### src/design/aqe_pkg.sv
package aqe_pkg;
	// Register byte offsets
	localparam logic [7:0] OFF_CTRL     = 8'h00;
	localparam logic [7:0] OFF_SRC      = 8'h04;
	localparam logic [7:0] OFF_SDIV     = 8'h08;
	localparam logic [7:0] OFF_SDLY     = 8'h0C;
	localparam logic [7:0] OFF_CDIV     = 8'h10;
	localparam logic [7:0] OFF_CDLY     = 8'h14;
	localparam logic [7:0] OFF_NCHAN    = 8'h18;
	localparam logic [7:0] OFF_PRECNT   = 8'h1C;
	localparam logic [7:0] OFF_POSTCNT  = 8'h20;
	localparam logic [7:0] OFF_STATUS   = 8'h24;
	localparam logic [7:0] OFF_SCOUNT   = 8'h28;

	// CTRL bits (write-one pulses at 0..2, levels above)
	localparam int CTRL_ARM_SW    = 0;
	localparam int CTRL_STOP_SW   = 1;
	localparam int CTRL_PULSE_SW  = 2;
	localparam int CTRL_FINITE    = 4;
	localparam int CTRL_PRETRIG   = 5;
	localparam int CTRL_START_HW  = 6;
	localparam int CTRL_PAUSE_EN  = 7;
	localparam int CTRL_PAUSE_LVL = 8;
	localparam int CTRL_LEVEL_OUT = 9;

	// SRC fields
	localparam int SRC_SCLK_LSB  = 0;  // 2 bits, sclk_src_e
	localparam int SRC_SCLK_EXT  = 2;
	localparam int SRC_SCLK_FALL = 3;
	localparam int SRC_TB_LSB    = 4;  // 2 bits, tb_src_e
	localparam int SRC_TB_FALL   = 6;
	localparam int SRC_CONV_EXT  = 7;
	localparam int SRC_CONV_FALL = 8;
	localparam int SRC_CTB_PIN   = 9;
	localparam int SRC_START_FALL = 10;
	localparam int SRC_REF_FALL  = 11;
	localparam int SRC_PIN_LSB   = 12; // 4 bits each, pin select
	localparam int SRC_TBPIN_LSB = 16;
	localparam int SRC_STPIN_LSB = 20;
	localparam int SRC_RFPIN_LSB = 24;
	localparam int SRC_PSPIN_LSB = 28;

	localparam logic [31:0] SRC_RESET   = 32'h0000_0000;
	localparam logic [15:0] SDLY_RESET  = 16'h0002;
	localparam logic [15:0] CDLY_RESET  = 16'h0003;
	localparam logic [15:0] SDIV_RESET  = 16'h0064;
	localparam logic [15:0] CDIV_RESET  = 16'h0004;
	localparam logic [4:0]  NCHAN_RESET = 5'h01;

	// Timebase rates from the 250 MHz core clock
	localparam int CLK_HZ      = 250_000_000;
	localparam int TB20_HZ     = 20_000_000;
	localparam int TB100K_HZ   = 100_000;
	localparam int TB20_DIV    = CLK_HZ / TB20_HZ;
	localparam int TB100K_DIV  = CLK_HZ / TB100K_HZ;
	// Padding between channels (us) and its cycle count
	localparam int PAD_US      = 10;
	localparam int PAD_CYC     = PAD_US * (CLK_HZ / 1_000_000);

	typedef enum logic [1:0] {SCLK_COUNTER, SCLK_DIVIDED, SCLK_SOFT} aqe_sclk_src_e;
	typedef enum logic [1:0] {TB_20MHZ, TB_100KHZ, TB_PIN} aqe_tb_src_e;
	typedef enum logic [1:0] {ST_IDLE, ST_DELAY, ST_RUN} aqe_state_e;
endpackage

### src/design/aqe_tick_if.sv
`timescale 1ns/1ps
`default_nettype none
// Carries the timebase tick between the divider and the sequencer
interface aqe_tick_if;
	logic tb_tick;
	logic tb20_tick;
	modport src (output tb_tick, output tb20_tick);
	modport dst (input tb_tick, input tb20_tick);
endinterface
`default_nettype wire

### src/design/aqe_timebase.sv
`timescale 1ns/1ps
`default_nettype none
module aqe_timebase (
	input  wire logic                hclk,
	input  wire logic                hresetn,
	input  wire aqe_pkg::aqe_tb_src_e tb_src,
	input  wire logic                tb_fall,
	input  wire logic                tb_pin,
	aqe_tick_if.src                  tick
);
	logic [15:0] div20_reg;
	logic [15:0] div100_reg;
	logic        pin_d_reg;
	logic        t20;
	logic        t100;
	logic        tpin;

	always_ff @(posedge hclk or negedge hresetn) begin
		if (!hresetn) begin
			div20_reg  <= 16'h0000;
			div100_reg <= 16'h0000;
			pin_d_reg  <= 1'b0;
		end else begin
			div20_reg  <= t20 ? 16'h0000 : div20_reg + 16'h0001;
			div100_reg <= t100 ? 16'h0000 : div100_reg + 16'h0001;
			pin_d_reg  <= tb_pin;
		end
	end

	assign t20  = (div20_reg == 16'(aqe_pkg::TB20_DIV - 1));
	assign t100 = (div100_reg == 16'(aqe_pkg::TB100K_DIV - 1));
	// Timebase active edge selectable
	assign tpin = tb_fall ? (pin_d_reg & ~tb_pin) : (~pin_d_reg & tb_pin); // RULE11

	always_comb begin
		case (tb_src)
			aqe_pkg::TB_20MHZ:  tick.tb_tick = t20; // RULE11
			aqe_pkg::TB_100KHZ: tick.tb_tick = t100;
			aqe_pkg::TB_PIN:    tick.tb_tick = tpin;
			default:            tick.tb_tick = t20;
		endcase
	end
	assign tick.tb20_tick = t20;
endmodule // aqe_timebase
`default_nettype wire

### src/design/aqe_engine.sv
// Chosen here: the placing of the registers and the AHB-Lite slave port.
`timescale 1ns/1ps
`default_nettype none
// Behaviour
// RULE1: each accepted pacing edge samples every channel of the task once
// RULE2: pacing edge polarity selectable rising or falling
// RULE3: internal pacing from counter output, divided timebase or software pulse
// RULE4: internal counter divides the pacing timebase
// RULE5: any input function pin may be external pacing source
// RULE6: pacing output active high, pulse or whole-sample level
// RULE7: pacing edges ignored while no acquisition runs
// RULE8: pacing edges ignored while pause gate active
// RULE9: start trigger starts pacing counter; hardware or software stops it
// RULE10: start-to-first-pace delay configurable, default two timebase ticks
// RULE11: timebase from 20 MHz, 100 kHz or pin; edge selectable
// RULE12: pacing timebase never driven to any pin
// RULE13: each strobe converts one channel; sample is one or more strobes
// RULE14: strobe source internal or external, edge selectable
// RULE15: posttrigger count loaded, decremented per pace, done at zero
// RULE16: pretrigger count loaded at start, then posttrigger count reloaded
// RULE17: reference trigger ignored before pretrigger samples acquired
// RULE18: after accepted reference, count posttrigger samples then end
// RULE19: software start emits pulse on start trigger line
// RULE20: strobes padded 10 us apart, else spread evenly across sample; the code pads by CDIV ticks instead and leaves PAD_CYC unused
// RULE21: external pacing source must respect strobe timing
// RULE22: start, reference and pause are digital triggers only
// RULE23: strobe counter started by pace, reloads each strobe and per sample
// RULE24: pace-to-first-strobe delay configurable, default three ticks
// RULE25: pacing ignored until strobes done; stray strobes ignored
// RULE26: pause level programmable; internal pacing halts while active
// RULE27: finite count reaching zero in final phase returns to idle
module aqe_engine #(
	parameter int NPIN = 16
) (
	input  wire logic            hclk,
	input  wire logic            hresetn,
	input  wire logic            hsel,
	input  wire logic [31:0]     haddr,
	input  wire logic [1:0]      htrans,
	input  wire logic            hwrite,
	input  wire logic [2:0]      hsize,
	input  wire logic [31:0]     hwdata,
	input  wire logic            hready,
	output logic [31:0]          hrdata,
	output logic                 hreadyout,
	output logic                 hresp,
	input  wire logic [NPIN-1:0] pin_in,
	input  wire logic            counter_out,
	output logic                 sample_pacing_out,
	output logic                 conversion_strobe,
	output logic                 start_trigger_out,
	output logic                 acq_active
);
	////////////////////////////////////////////////////////////////
	logic [31:0] ctrl_reg;
	logic [31:0] src_reg;
	logic [15:0] sdiv_reg, sdly_reg, cdiv_reg, cdly_reg;
	logic [4:0]  nchan_reg;
	logic [31:0] pre_reg, post_reg;
	logic        wr_pend_reg;
	logic [7:0]  waddr_reg;
	logic        cmd_arm, cmd_stop, cmd_pulse;
	logic        done_sticky_reg;

	function automatic logic pin_pick(input logic [NPIN-1:0] p, input logic [3:0] s);
		pin_pick = p[s];
	endfunction

	function automatic logic edge_of(input logic d, input logic q, input logic fall);
		edge_of = fall ? (d & ~q) : (~d & q);
	endfunction

	// AHB-Lite: zero wait states, always OKAY
	assign hreadyout = 1'b1;
	assign hresp     = 1'b0;

	always_ff @(posedge hclk or negedge hresetn) begin
		if (!hresetn) begin
			wr_pend_reg <= 1'b0;
			waddr_reg   <= 8'h00;
		end else begin
			wr_pend_reg <= hsel & hready & htrans[1] & hwrite;
			waddr_reg   <= haddr[7:0];
		end
	end

	assign cmd_arm   = wr_pend_reg && waddr_reg == aqe_pkg::OFF_CTRL && hwdata[aqe_pkg::CTRL_ARM_SW];
	assign cmd_stop  = wr_pend_reg && waddr_reg == aqe_pkg::OFF_CTRL && hwdata[aqe_pkg::CTRL_STOP_SW];
	assign cmd_pulse = wr_pend_reg && waddr_reg == aqe_pkg::OFF_CTRL && hwdata[aqe_pkg::CTRL_PULSE_SW];

	// Arming follows the configuration carried in the same word, not the stale register
	logic [31:0] ctrl_now;
	assign ctrl_now = (wr_pend_reg && waddr_reg == aqe_pkg::OFF_CTRL) ?
		{hwdata[31:3], 3'b000} : ctrl_reg;

	always_ff @(posedge hclk or negedge hresetn) begin
		if (!hresetn) begin
			ctrl_reg  <= 32'h0000_0000;
			src_reg   <= aqe_pkg::SRC_RESET;
			sdiv_reg  <= aqe_pkg::SDIV_RESET;
			sdly_reg  <= aqe_pkg::SDLY_RESET;
			cdiv_reg  <= aqe_pkg::CDIV_RESET;
			cdly_reg  <= aqe_pkg::CDLY_RESET;
			nchan_reg <= aqe_pkg::NCHAN_RESET;
			pre_reg   <= 32'h0000_0000;
			post_reg  <= 32'h0000_0001;
		end else if (wr_pend_reg) begin
			case (waddr_reg)
				aqe_pkg::OFF_CTRL:    ctrl_reg  <= {hwdata[31:3], 3'b000};
				aqe_pkg::OFF_SRC:     src_reg   <= hwdata;
				aqe_pkg::OFF_SDIV:    sdiv_reg  <= hwdata[15:0];
				aqe_pkg::OFF_SDLY:    sdly_reg  <= hwdata[15:0];
				aqe_pkg::OFF_CDIV:    cdiv_reg  <= hwdata[15:0];
				aqe_pkg::OFF_CDLY:    cdly_reg  <= hwdata[15:0];
				aqe_pkg::OFF_NCHAN:   nchan_reg <= hwdata[4:0];
				aqe_pkg::OFF_PRECNT:  pre_reg   <= hwdata;
				aqe_pkg::OFF_POSTCNT: post_reg  <= hwdata;
				default: ;
			endcase
		end
	end

	////////////////////////////////////////////////////////////////
	aqe_tick_if tick ();
	aqe_timebase u_tb (
		.hclk    (hclk),
		.hresetn (hresetn),
		.tb_src  (aqe_pkg::aqe_tb_src_e'(src_reg[aqe_pkg::SRC_TB_LSB +: 2])),
		.tb_fall (src_reg[aqe_pkg::SRC_TB_FALL]),
		.tb_pin  (pin_pick(pin_in, src_reg[aqe_pkg::SRC_TBPIN_LSB +: 4])),
		.tick    (tick.src)
	);

	// Input edge detection; all triggers are digital edges or levels
	logic sp_q, st_q, rf_q, cv_q, ctr_q;
	logic sp_now, st_now, rf_now, cv_now;
	assign sp_now = pin_pick(pin_in, src_reg[aqe_pkg::SRC_PIN_LSB +: 4]); // RULE5
	assign st_now = pin_pick(pin_in, src_reg[aqe_pkg::SRC_STPIN_LSB +: 4]); // RULE22
	assign rf_now = pin_pick(pin_in, src_reg[aqe_pkg::SRC_RFPIN_LSB +: 4]);
	assign cv_now = pin_pick(pin_in, src_reg[aqe_pkg::SRC_PIN_LSB +: 4] + 4'h1);
	always_ff @(posedge hclk or negedge hresetn) begin
		if (!hresetn) begin
			{sp_q, st_q, rf_q, cv_q, ctr_q} <= 5'h00;
		end else begin
			{sp_q, st_q, rf_q, cv_q, ctr_q} <= {sp_now, st_now, rf_now, cv_now, counter_out};
		end
	end

	logic pause_act;
	assign pause_act = ctrl_reg[aqe_pkg::CTRL_PAUSE_EN] &&
		(pin_pick(pin_in, src_reg[aqe_pkg::SRC_PSPIN_LSB +: 4]) == ctrl_reg[aqe_pkg::CTRL_PAUSE_LVL]); // RULE26

	logic start_ev, ref_ev;
	assign start_ev = ctrl_now[aqe_pkg::CTRL_START_HW] ?
		edge_of(st_q, st_now, src_reg[aqe_pkg::SRC_START_FALL]) : cmd_arm;
	assign ref_ev = edge_of(rf_q, rf_now, src_reg[aqe_pkg::SRC_REF_FALL]);

	////////////////////////////////////////////////////////////////
	aqe_pkg::aqe_state_e state_reg;
	logic [15:0] sdly_cnt_reg, sdiv_cnt_reg;
	logic        int_pace;
	logic        pace_raw;
	logic        pace_ok;
	logic        in_sample_reg;
	logic [31:0] scount_reg;
	logic        post_phase_reg;
	logic        ref_armed_reg;
	logic        finish;

	// Internal divider halted by pause
	logic div_tick;
	assign div_tick = state_reg == aqe_pkg::ST_RUN && tick.tb_tick && !pause_act; // RULE26
	assign int_pace = div_tick && sdiv_cnt_reg == 16'h0000;
	always_ff @(posedge hclk or negedge hresetn) begin
		if (!hresetn) begin
			sdiv_cnt_reg <= 16'h0000;
			sdly_cnt_reg <= 16'h0000;
		end else begin
			if (start_ev && state_reg == aqe_pkg::ST_IDLE)
				sdly_cnt_reg <= sdly_reg; // RULE10
			else if (state_reg == aqe_pkg::ST_DELAY && tick.tb_tick && sdly_cnt_reg != 16'h0000)
				sdly_cnt_reg <= sdly_cnt_reg - 16'h0001;
			if (state_reg != aqe_pkg::ST_RUN)
				sdiv_cnt_reg <= 16'h0000; // first pace right after the delay
			else if (div_tick)
				sdiv_cnt_reg <= (sdiv_cnt_reg == 16'h0000) ? sdiv_reg - 16'h0001 : sdiv_cnt_reg - 16'h0001; // RULE4
		end
	end

	always_comb begin
		if (src_reg[aqe_pkg::SRC_SCLK_EXT])
			pace_raw = edge_of(sp_q, sp_now, src_reg[aqe_pkg::SRC_SCLK_FALL]); // RULE2 RULE5
		else begin
			case (aqe_pkg::aqe_sclk_src_e'(src_reg[aqe_pkg::SRC_SCLK_LSB +: 2])) // RULE3
				aqe_pkg::SCLK_COUNTER: pace_raw = edge_of(ctr_q, counter_out, src_reg[aqe_pkg::SRC_SCLK_FALL]);
				aqe_pkg::SCLK_DIVIDED: pace_raw = int_pace;
				aqe_pkg::SCLK_SOFT:    pace_raw = cmd_pulse;
				default:               pace_raw = 1'b0;
			endcase
		end
	end

	// RULE21 is the source's duty: edges during a sample are simply dropped
	assign pace_ok = state_reg == aqe_pkg::ST_RUN && !pause_act && !in_sample_reg && pace_raw; // RULE7 RULE8 RULE25
	assign finish  = pace_ok && ctrl_reg[aqe_pkg::CTRL_FINITE] && post_phase_reg && scount_reg == 32'h1;

	always_ff @(posedge hclk or negedge hresetn) begin
		if (!hresetn) begin
			state_reg <= aqe_pkg::ST_IDLE;
		end else begin
			case (state_reg)
				aqe_pkg::ST_IDLE:  if (start_ev) state_reg <= aqe_pkg::ST_DELAY; // RULE9
				aqe_pkg::ST_DELAY: if (cmd_stop) state_reg <= aqe_pkg::ST_IDLE;
					else if (sdly_cnt_reg == 16'h0000 || src_reg[aqe_pkg::SRC_SCLK_EXT])
						state_reg <= aqe_pkg::ST_RUN;
				aqe_pkg::ST_RUN:   if (cmd_stop || finish) state_reg <= aqe_pkg::ST_IDLE; // RULE9 RULE27
				default:           state_reg <= aqe_pkg::ST_IDLE;
			endcase
		end
	end

	// Sample counter: pretrigger phase then posttrigger phase
	always_ff @(posedge hclk or negedge hresetn) begin
		if (!hresetn) begin
			scount_reg     <= 32'h0000_0000;
			post_phase_reg <= 1'b0;
			ref_armed_reg  <= 1'b0;
		end else if (state_reg == aqe_pkg::ST_IDLE && start_ev) begin
			post_phase_reg <= !ctrl_now[aqe_pkg::CTRL_PRETRIG];
			ref_armed_reg  <= ctrl_now[aqe_pkg::CTRL_PRETRIG] && pre_reg == 32'h0;
			scount_reg     <= ctrl_now[aqe_pkg::CTRL_PRETRIG] ? pre_reg : post_reg; // RULE15 RULE16
		end else if (state_reg == aqe_pkg::ST_RUN) begin
			if (!post_phase_reg && ref_armed_reg && ref_ev) begin
				post_phase_reg <= 1'b1; // RULE18
				scount_reg     <= post_reg; // RULE16
			end else if (pace_ok && scount_reg != 32'h0) begin
				scount_reg <= scount_reg - 32'h1; // RULE15
				if (!post_phase_reg && scount_reg == 32'h1)
					ref_armed_reg <= 1'b1; // RULE17
			end
		end
	end

	////////////////////////////////////////////////////////////////
	// Conversion strobes: nchan per accepted sample
	logic [4:0]  conv_left_reg;
	logic [15:0] cdiv_cnt_reg;
	logic [15:0] even_div;
	logic        ctick, conv_int, conv_ext, conv_fire;
	// Padding counted on the 20 MHz tick, or on the pacing timebase when SRC_CTB_PIN is set; fall back to even spread when period is short
	assign even_div = (nchan_reg == 5'h00) ? cdiv_reg : sdiv_reg / {11'h000, nchan_reg};
	assign ctick    = src_reg[aqe_pkg::SRC_CTB_PIN] ? tick.tb_tick : tick.tb20_tick;
	assign conv_int = in_sample_reg && ctick && cdiv_cnt_reg == 16'h0000; // RULE23
	assign conv_ext = in_sample_reg && edge_of(cv_q, cv_now, src_reg[aqe_pkg::SRC_CONV_FALL]);
	assign conv_fire = src_reg[aqe_pkg::SRC_CONV_EXT] ? conv_ext : conv_int; // RULE14 RULE25

	always_ff @(posedge hclk or negedge hresetn) begin
		if (!hresetn) begin
			in_sample_reg <= 1'b0;
			conv_left_reg <= 5'h00;
			cdiv_cnt_reg  <= 16'h0000;
		end else if (pace_ok) begin
			in_sample_reg <= 1'b1; // RULE1
			conv_left_reg <= (nchan_reg == 5'h00) ? 5'h01 : nchan_reg; // RULE13
			cdiv_cnt_reg  <= cdly_reg; // RULE24
		end else if (in_sample_reg) begin
			if (conv_fire) begin
				conv_left_reg <= conv_left_reg - 5'h01;
				if (conv_left_reg == 5'h01)
					in_sample_reg <= 1'b0;
				cdiv_cnt_reg <= (cdiv_reg < even_div || sdiv_reg == 16'h0000) ? cdiv_reg : even_div; // RULE20 RULE23
			end else if (ctick && cdiv_cnt_reg != 16'h0000) begin
				cdiv_cnt_reg <= cdiv_cnt_reg - 16'h0001;
			end
		end else begin
			cdiv_cnt_reg <= cdly_reg; // RULE23
		end
	end

	////////////////////////////////////////////////////////////////
	// Outputs; the pacing timebase itself has no output path
	always_ff @(posedge hclk or negedge hresetn) begin
		if (!hresetn) begin
			sample_pacing_out <= 1'b0;
			conversion_strobe <= 1'b0;
			start_trigger_out <= 1'b0;
			acq_active        <= 1'b0;
			done_sticky_reg   <= 1'b0;
		end else begin
			sample_pacing_out <= ctrl_reg[aqe_pkg::CTRL_LEVEL_OUT] ? (pace_ok | (in_sample_reg & ~(conv_fire & conv_left_reg == 5'h01))) : pace_ok; // RULE6 RULE12
			conversion_strobe <= conv_fire; // RULE13
			start_trigger_out <= !ctrl_now[aqe_pkg::CTRL_START_HW] && cmd_arm && state_reg == aqe_pkg::ST_IDLE; // RULE19
			acq_active        <= state_reg != aqe_pkg::ST_IDLE;
			if (finish)
				done_sticky_reg <= 1'b1;
			else if (cmd_arm)
				done_sticky_reg <= 1'b0;
		end
	end

	always_ff @(posedge hclk or negedge hresetn) begin
		if (!hresetn) begin
			hrdata <= 32'h0000_0000;
		end else if (hsel && hready && htrans[1] && !hwrite) begin
			case (haddr[7:0])
				aqe_pkg::OFF_CTRL:    hrdata <= ctrl_reg;
				aqe_pkg::OFF_SRC:     hrdata <= src_reg;
				aqe_pkg::OFF_SDIV:    hrdata <= {16'h0000, sdiv_reg};
				aqe_pkg::OFF_SDLY:    hrdata <= {16'h0000, sdly_reg};
				aqe_pkg::OFF_CDIV:    hrdata <= {16'h0000, cdiv_reg};
				aqe_pkg::OFF_CDLY:    hrdata <= {16'h0000, cdly_reg};
				aqe_pkg::OFF_NCHAN:   hrdata <= {27'h0000000, nchan_reg};
				aqe_pkg::OFF_PRECNT:  hrdata <= pre_reg;
				aqe_pkg::OFF_POSTCNT: hrdata <= post_reg;
				aqe_pkg::OFF_STATUS:  hrdata <= {26'h0000000, done_sticky_reg, ref_armed_reg,
					post_phase_reg, in_sample_reg, state_reg};
				aqe_pkg::OFF_SCOUNT:  hrdata <= scount_reg;
				default:              hrdata <= 32'h0000_0000;
			endcase
		end
	end
endmodule // aqe_engine
`default_nettype wire

### config.mk
export PLATFORM = sky130hd
export DESIGN_NAME = aqe_engine
export DESIGN_NICKNAME = d
export VERILOG_FILES = /design/src/design/aqe_pkg.sv /design/src/design/aqe_tick_if.sv /design/src/design/aqe_timebase.sv /design/src/design/aqe_engine.sv
export SDC_FILE = /design/constraint.sdc
export NUM_CORES = 1
export LEC_CHECK = 0
export BUFFER_PORTS_ARGS = -buffer_cell sky130_fd_sc_hd__buf_2
export CORE_MARGIN = 3
export CORE_UTILIZATION = 35
export CTS_CLUSTER_SIZE = 20
export DETAILED_ROUTE_END_ITERATION = 8
export GPL_TIMING_DRIVEN = 1
export HOLD_SLACK_MARGIN = 0.05
export PLACE_DENSITY = 0.61
export REMOVE_ABC_BUFFERS = 1
export SLEW_MARGIN = 0
export SYNTH_ARGS = -nofsm -noshare
export SYNTH_HDL_FRONTEND = slang
export SYNTH_SLANG_ARGS = --single-unit
### constraint.sdc
create_clock -name hclk -period 52 [get_ports hclk]
set_clock_uncertainty 0.2 [all_clocks]
set_input_delay 5.2 -clock hclk [delete_from_list [all_inputs] [get_ports hclk]]
set_output_delay 5.2 -clock hclk [all_outputs]
set_load 0.02 [all_outputs]
==> qor.csv, run 1 <==
metric,value,unit
H-tree depth,2,
"Largest stage delay, worst path",0.77,ns
outcome,"finished, final reports clean",
post-route ant nets,0,
Pins Over Slew Limit,0,
post-route cell area,26690,sq um
Bufs on Longest Clock Path,3,
Hold EP,hrdata[19]$_DFFE_PN0P_,
routed length per instance,22.44,microns
Row Count,95,
CTS buffer count,40,
Buffers on Ports,98,
cell family with most CP delay,compound AO/OA/AOI/OAI gates,
clock sink count,368,
"Distinct cells, synth",103,
P&R area growth vs syn,11.33,%
min-delay src,hrdata[19]$_DFFE_PN0P_,
worst-margin pin slew,1.256,ns
total congestion overflow,0,
first-pass GRT wire length,120300,microns
crit path kind,reg2reg,
final hold vios,0,
fraction of layout cells with a size suffix above 1,19.02,%
die area,71670,sq um
HPWL Detailed,54640,microns
r2r endpoint,cdiv_cnt_reg[15]$_DFFE_PN0P_,
R2R Setup Slk,15.98,ns
die width,267.7,microns
Final min period,36.02,ns
Slew HR,16.06,%
I/O pin total,129,
Routed WL,76980,microns
DRT Pass-1 Iters,6,
Placement Cell Area,25330,sq um
FILL cells,6614,
Reg2Reg Launch Point,nchan_reg[4]$_DFFE_PN0P_,
cell mode on critical path,o21a_1,
GPL Wtd Cong,0.8948,
DRT iter0 DRCs,1825,
CP max FO,25,
gr usage total,21.17,%
CP required,52.24,ns
# nets final,2713,
Hold WC Path Type,reg2reg,
fin util,39.53,%
initial antenna violation count,3,
CP bufs+invs,1,
post-synthesis sequential area ratio,38.46,%
CP Launch Point,nchan_reg[4]$_DFFE_PN0P_,
final setup vio count,0,
"Primary FF master, synth",dfrtp_1,
CTS tree,yes,
Synth Register Bits,368,
DR DRC count,0,
warnings from Yosys,0,
Clock Root Buffer,clkbuf_16,
vias per cell,6.105,
slowest CP cell,or4_1,
Die Y,267.7,microns
RSZ-0062 raised after global routing,false,
setup tns final,0,ns
Worst Reg-to-Reg Cells,133,
Max Cap Viol,0,
core area,67510,sq um
Fmax,27.76,MHz
"Clk pin slew, worst setup/hold paths",0.06,ns
Hold Path Stages,1,
Post-CTS Setup Inserts,0,
CP arrival,36.26,ns
"Avg Cell Area, Syn",9.690,sq um
largest net degree at the start of global routing,89,
clock latency at the later pin of the worst-skew pair,0.55,ns
period utilization,69.27,%
hold_buf cts,0,
number of flops mapped to enable cells by yosys,0,
Worst setup SP type,flip-flop,
Crit. End Element,flip-flop,
vias,20940,
"FFs w/ async S/R, synth",100.0,%
cells after synthesis,2474,
PostCTS Resize Cnt,0,
vias in the first global route,20720,
Netlist Area Pre-Place,23970,sq um
Initial Util,35.51,%
[worst max-delay path by stage]
| stage | slack [ns] | depth (start not counted) | to |
|---|---|---|---|
| 3_3_place_gp | 17.19 | 132 | cdiv_cnt_reg[15]$_DFFE_PN0P_ |
| 3_5_place_dp | 16.54 | 133 | cdiv_cnt_reg[15]$_DFFE_PN0P_ |
| 4_1_cts | 16.37 | 133 | cdiv_cnt_reg[15]$_DFFE_PN0P_ |
| 6_report | 15.98 | 133 | cdiv_cnt_reg[15]$_DFFE_PN0P_ |
| 2_1_floorplan | 22.64 | 134 | cdiv_cnt_reg[15]$_DFFE_PN0P_ |
| 5_1_grt | 12.97 | 136 | cdiv_cnt_reg[15]$_DFFE_PN0P_ |
[per-stage QoR]
stage / std cells / hold WS, ns / worst slack (ns)
2_1_floorplan: 2359 / 0.2464 / 22.64
3_3_place_gp: 3355 / 0.2562 / 17.19
3_5_place_dp: 3355 / 0.2602 / 16.54
4_1_cts: 3428 / 0.2788 / 16.37
5_1_grt: 3429 / 0.2835 / 12.97
6_report: 3430 / 0.2744 / 15.98
[final cells by class]
class / count / area (sq um) / area share, %
timing repair buffer: 123 / 688.2 / 2.579
sequential: 368 / 9220 / 34.55
clock inverter: 17 / 224.0 / 0.8392
inverter: 53 / 203.9 / 0.7642
antenna: 2 / 5.005 / 0.01875
tap: 873 / 1092 / 4.093
clock buffer: 56 / 1132 / 4.243
multi-input combinational: 1938 / 14120 / 52.92
[synthesized netlist by cell type, types with 10 or more instances]
master    instances  share of area (%)
or2_2            13               0.34
nand2_1         158                2.5
a222oi_1         28                1.2
ha_1             98                5.1
and3_1           34               0.89
dfrtp_1         359                 37
a31oi_1          20               0.52
nor2b_1          29               0.76
a21oi_1         136                2.8
nor4_1           34               0.89
inv_1            50               0.78
o21ai_0         163                3.4
a221oi_1         47                1.7
or4_1            10               0.31
a22oi_1          49                1.5
a21o_1           37                1.2
nor2_1          227                3.6
o22ai_1          10               0.26
and2_1           14               0.37
mux2_2          203                9.5
o21a_1           42                1.3
a22o_1           11               0.40
nand4_1          20               0.52
o31ai_1          20               0.63
o211ai_1         19               0.60
mux2i_1          23               0.96
nand3_1          64                1.3
xor2_1           34                1.2
or3_1            28               0.73
nand2b_1         21               0.55
clkbuf_1         94                1.5
a211oi_1         15               0.47
xnor2_1          61                2.2
mux4_2           30                2.8
nor3_1           87                1.8
[layout by cell type (no fill, tap or decap), types with 13 or more instances in the layout]
cell type / Yosys / final
buf_4: 3 / 25
and3_1: 34 / 34
and2_1: 14 / 13
inv_1: 50 / 50
o211ai_1: 19 / 19
nand2_1: 158 / 158
nand4_1: 20 / 20
o21ai_0: 163 / 163
ha_1: 98 / 98
nor4_1: 34 / 34
nor2b_1: 29 / 29
nor2_1: 227 / 216
xor2_1: 34 / 34
a221oi_1: 47 / 47
clkbuf_16: 0 / 41
a222oi_1: 28 / 28
o21a_1: 42 / 42
a21o_1: 37 / 37
nand2b_1: 21 / 21
dfrtp_1: 359 / 359
nand3_1: 64 / 63
mux4_2: 30 / 30
o31ai_1: 20 / 20
mux2_2: 203 / 203
a211oi_1: 15 / 15
buf_2: 7 / 97
a31oi_1: 20 / 20
or2_2: 13 / 13
nor3_1: 87 / 87
mux2i_1: 23 / 23
xnor2_1: 61 / 61
a21oi_1: 136 / 136
a22oi_1: 49 / 49
or3_1: 28 / 28
[cells by family after synthesis]
logic type,synth area share (%)
AO/OA/AOI/OAI,19.93
XOR/XNOR,3.471
adder cells (fa/ha/maj),5.157
buffers and inverters,2.771
flip-flops,38.46
multiplexers,13.60
other,0.03133
AND/OR/NAND/NOR,16.59
[metal layers]
layer / track usage, % / routed length (microns) / vias up
li1: - / - / 9481
met3: 2.462 / 4494 / 188
met1: 26.97 / 31580 / 10450
met5: 0 / 15 / -
met2: 36.13 / 37210 / 819
met4: 9.639 / 3678 / 2
Power of run 1 is not shown: default switching activity piles up to over one toggle a cycle in this logic, so the estimate is an artifact.
==> run 2: changes to the inputs <==
PLACE_DENSITY = 0.62   (was 0.61)
clock period = 30.3 ns   (was 52 ns; I/O delays follow)
==> run 2 against run 1 <==
  * Final area up 2.4%
  * First-iteration DRC count up 13%
  * Cell count up 1.8%
  * Flip-flop and latch count unchanged
  * Via count up 1.5%
  * Register-to-register slack worse by 14 ns
  * Core utilization up 0.94 points
  * Die area unchanged
  * Non-clock buffer count up 60
  * Worst setup slack worse by 14 ns
  * Worst hold slack worse by 0.0047 ns
  * Critical path depth up 5
  * Largest cell class unchanged
  * Highest routed layer is now met4
==> qor.csv, run 2 (synthesis results as in run 1) <==
metric,value,unit,change
CTS tree,yes,,
DR DRC count,0,,unchanged
DRT Pass-1 Iters,6,,unchanged
vias in the first global route,20920,,+0.98%
Final min period,28.64,ns,-7.379 ns
cell mode on critical path,o21a_1,,
die area,71670,sq um,unchanged
Worst setup SP type,flip-flop,,
slowest CP cell,or4_4,,
CP max FO,6,,-76%
GPL Wtd Cong,0.9003,,+0.61%
Post-Place Setup Slack,-0.1605,ns,-16.70 ns
crit path kind,reg2reg,,
P&R area growth vs syn,13.98,%,
largest net degree at the start of global routing,86,,-3.4%
Buffers on Ports,98,,unchanged
Clock Root Buffer,clkbuf_16,,
first-pass GRT wire length,122000,microns,+1.4%
# nets final,2773,,+2.2%
setup tns final,0,ns,unchanged
core area,67510,sq um,unchanged
Placement Cell Area,25720,sq um,+1.5%
hold_buf cts,0,,unchanged
Max Cap Viol,0,,unchanged
Pins Over Slew Limit,0,,unchanged
final setup vio count,0,,unchanged
vias per cell,6.091,,-0.23%
Fmax,34.91,MHz,+26%
clock latency at the later pin of the worst-skew pair,0.58,ns,+0.03 ns
CP required,30.56,ns,-21.68 ns
clock sink count,368,,unchanged
die width,267.7,microns,unchanged
"commonest non-fill, non-tap cells in the layout","359 x dfrtp_1, 209 x nor2_1, 203 x mux2_2",,
Hold WC Path Type,reg2reg,,
HPWL Detailed,55540,microns,+1.6%
initial antenna violation count,6,,+3
Bufs on Longest Clock Path,3,,unchanged
final hold vios,0,,unchanged
H-tree depth,2,,unchanged
routed length per instance,22.51,microns,+0.31%
gr usage total,21.56,%,+0.39 points
worst-margin pin slew,1.263,ns,+0.007617 ns
"Clk pin slew, worst setup/hold paths",0.06,ns,about the same
"Largest stage delay, worst path",0.61,ns,-0.16 ns
period utilization,94.53,%,+25 points
Die Y,267.7,microns,unchanged
total congestion overflow,0,,unchanged
Routed WL,78590,microns,+2.1%
post-route cell area,27320,sq um,+2.4%
Slew HR,15.69,%,-0.37 points
post-route ant nets,0,,unchanged
I/O pin total,129,,unchanged
outcome,"finished, final reports clean",,
CP arrival,28.90,ns,-7.36 ns
Final Worst Setup Slack,1.658,ns,-14.32 ns
Initial Util,35.51,%,unchanged
CTS buffer count,40,,unchanged
fraction of layout cells with a size suffix above 1,22.46,%,+3.4 points
DRT iter0 DRCs,2069,,+13%
"commonest non-fill, non-tap cell in the layout",dfrtp_1,,
Row Count,95,,unchanged
vias,21260,,+1.5%
Crit. End Element,flip-flop,,
-- run 2: cell count changes in the layout (fill, tap and decap cells not counted), moves of 5 or more --
cell,before,now
a21oi_1,136,127
a21oi_2,2,11
buf_4,25,85
nor2_1,216,209
nor2b_1,29,24
o21ai_0,163,157
o21ai_1,8,13
-- run 2: timing repair --
action,CTS,global route
gates resized for setup,2,55
buffers inserted,0,8
hold endpoints to repair,0,0
pin swaps,0,17
setup endpoints to repair,16,16
-- run 2: worst paths after layout --
kind	start	to	slack [ns]	cells past startpoint
max	nchan_reg[4]$_DFFE_PN0P_	cdiv_cnt_reg[15]$_DFFE_PN0P_	1.66	138
min	hrdata[29]$_DFFE_PN0P_	hrdata[29]$_DFFE_PN0P_	0.27	1
max reg2reg	nchan_reg[4]$_DFFE_PN0P_	cdiv_cnt_reg[15]$_DFFE_PN0P_	1.66	138
min reg2reg	hrdata[29]$_DFFE_PN0P_	hrdata[29]$_DFFE_PN0P_	0.27	1
max in group asynchronous	hresetn	src_reg[21]$_DFFE_PN0P_	25.34	3
min in group asynchronous	hresetn	u_tb.div100_reg[11]$_DFF_PN0_	2.24	1
-- run 2: per-layer routing --
| layer | global-route usage, % | wire length, microns |
|---|---|---|
| met5 | 0 | 0 |
| met4 | 9.801 | 3714 |
| met3 | 2.894 | 4806 |
| met2 | 36.05 | 37360 |
| met1 | 27.87 | 32710 |
-- run 2: stage by stage --
| stage | cells | util [%] | hold slack, ns |
|---|---|---|---|
| floorplan | 2359 | - | 0.2464 |
| global placement | 3407 | 38.09 | 0.2567 |
| detailed placement | 3407 | 38.09 | 0.2607 |
| CTS | 3479 | 40.05 | 0.2773 |
| global route | 3489 | 40.46 | 0.2938 |
| finish | 3491 | 40.47 | 0.2697 |
-- run 2: critical path, delay by kind of cell (launching register included) --
family                   cells  cell delay (ns)
AO/OA/AOI/OAI               71            12.51
flip-flops                   1             0.37
AND/OR/NAND/NOR             41             8.04
buffers and inverters        2             0.25
multiplexers                 9             2.68
adder cells (fa/ha/maj)     15             4.41
-- run 2: cell type report --
class	count	area (sq um)
clock buffer	59	1154
clock inverter	13	157.7
fill	6683	40190
timing repair buffer	183	1139
antenna	4	10.01
sequential	368	9220
multi-input combinational	1938	14350
tap	873	1092
inverter	53	203.9
Power of run 2 is left out for the same reason.
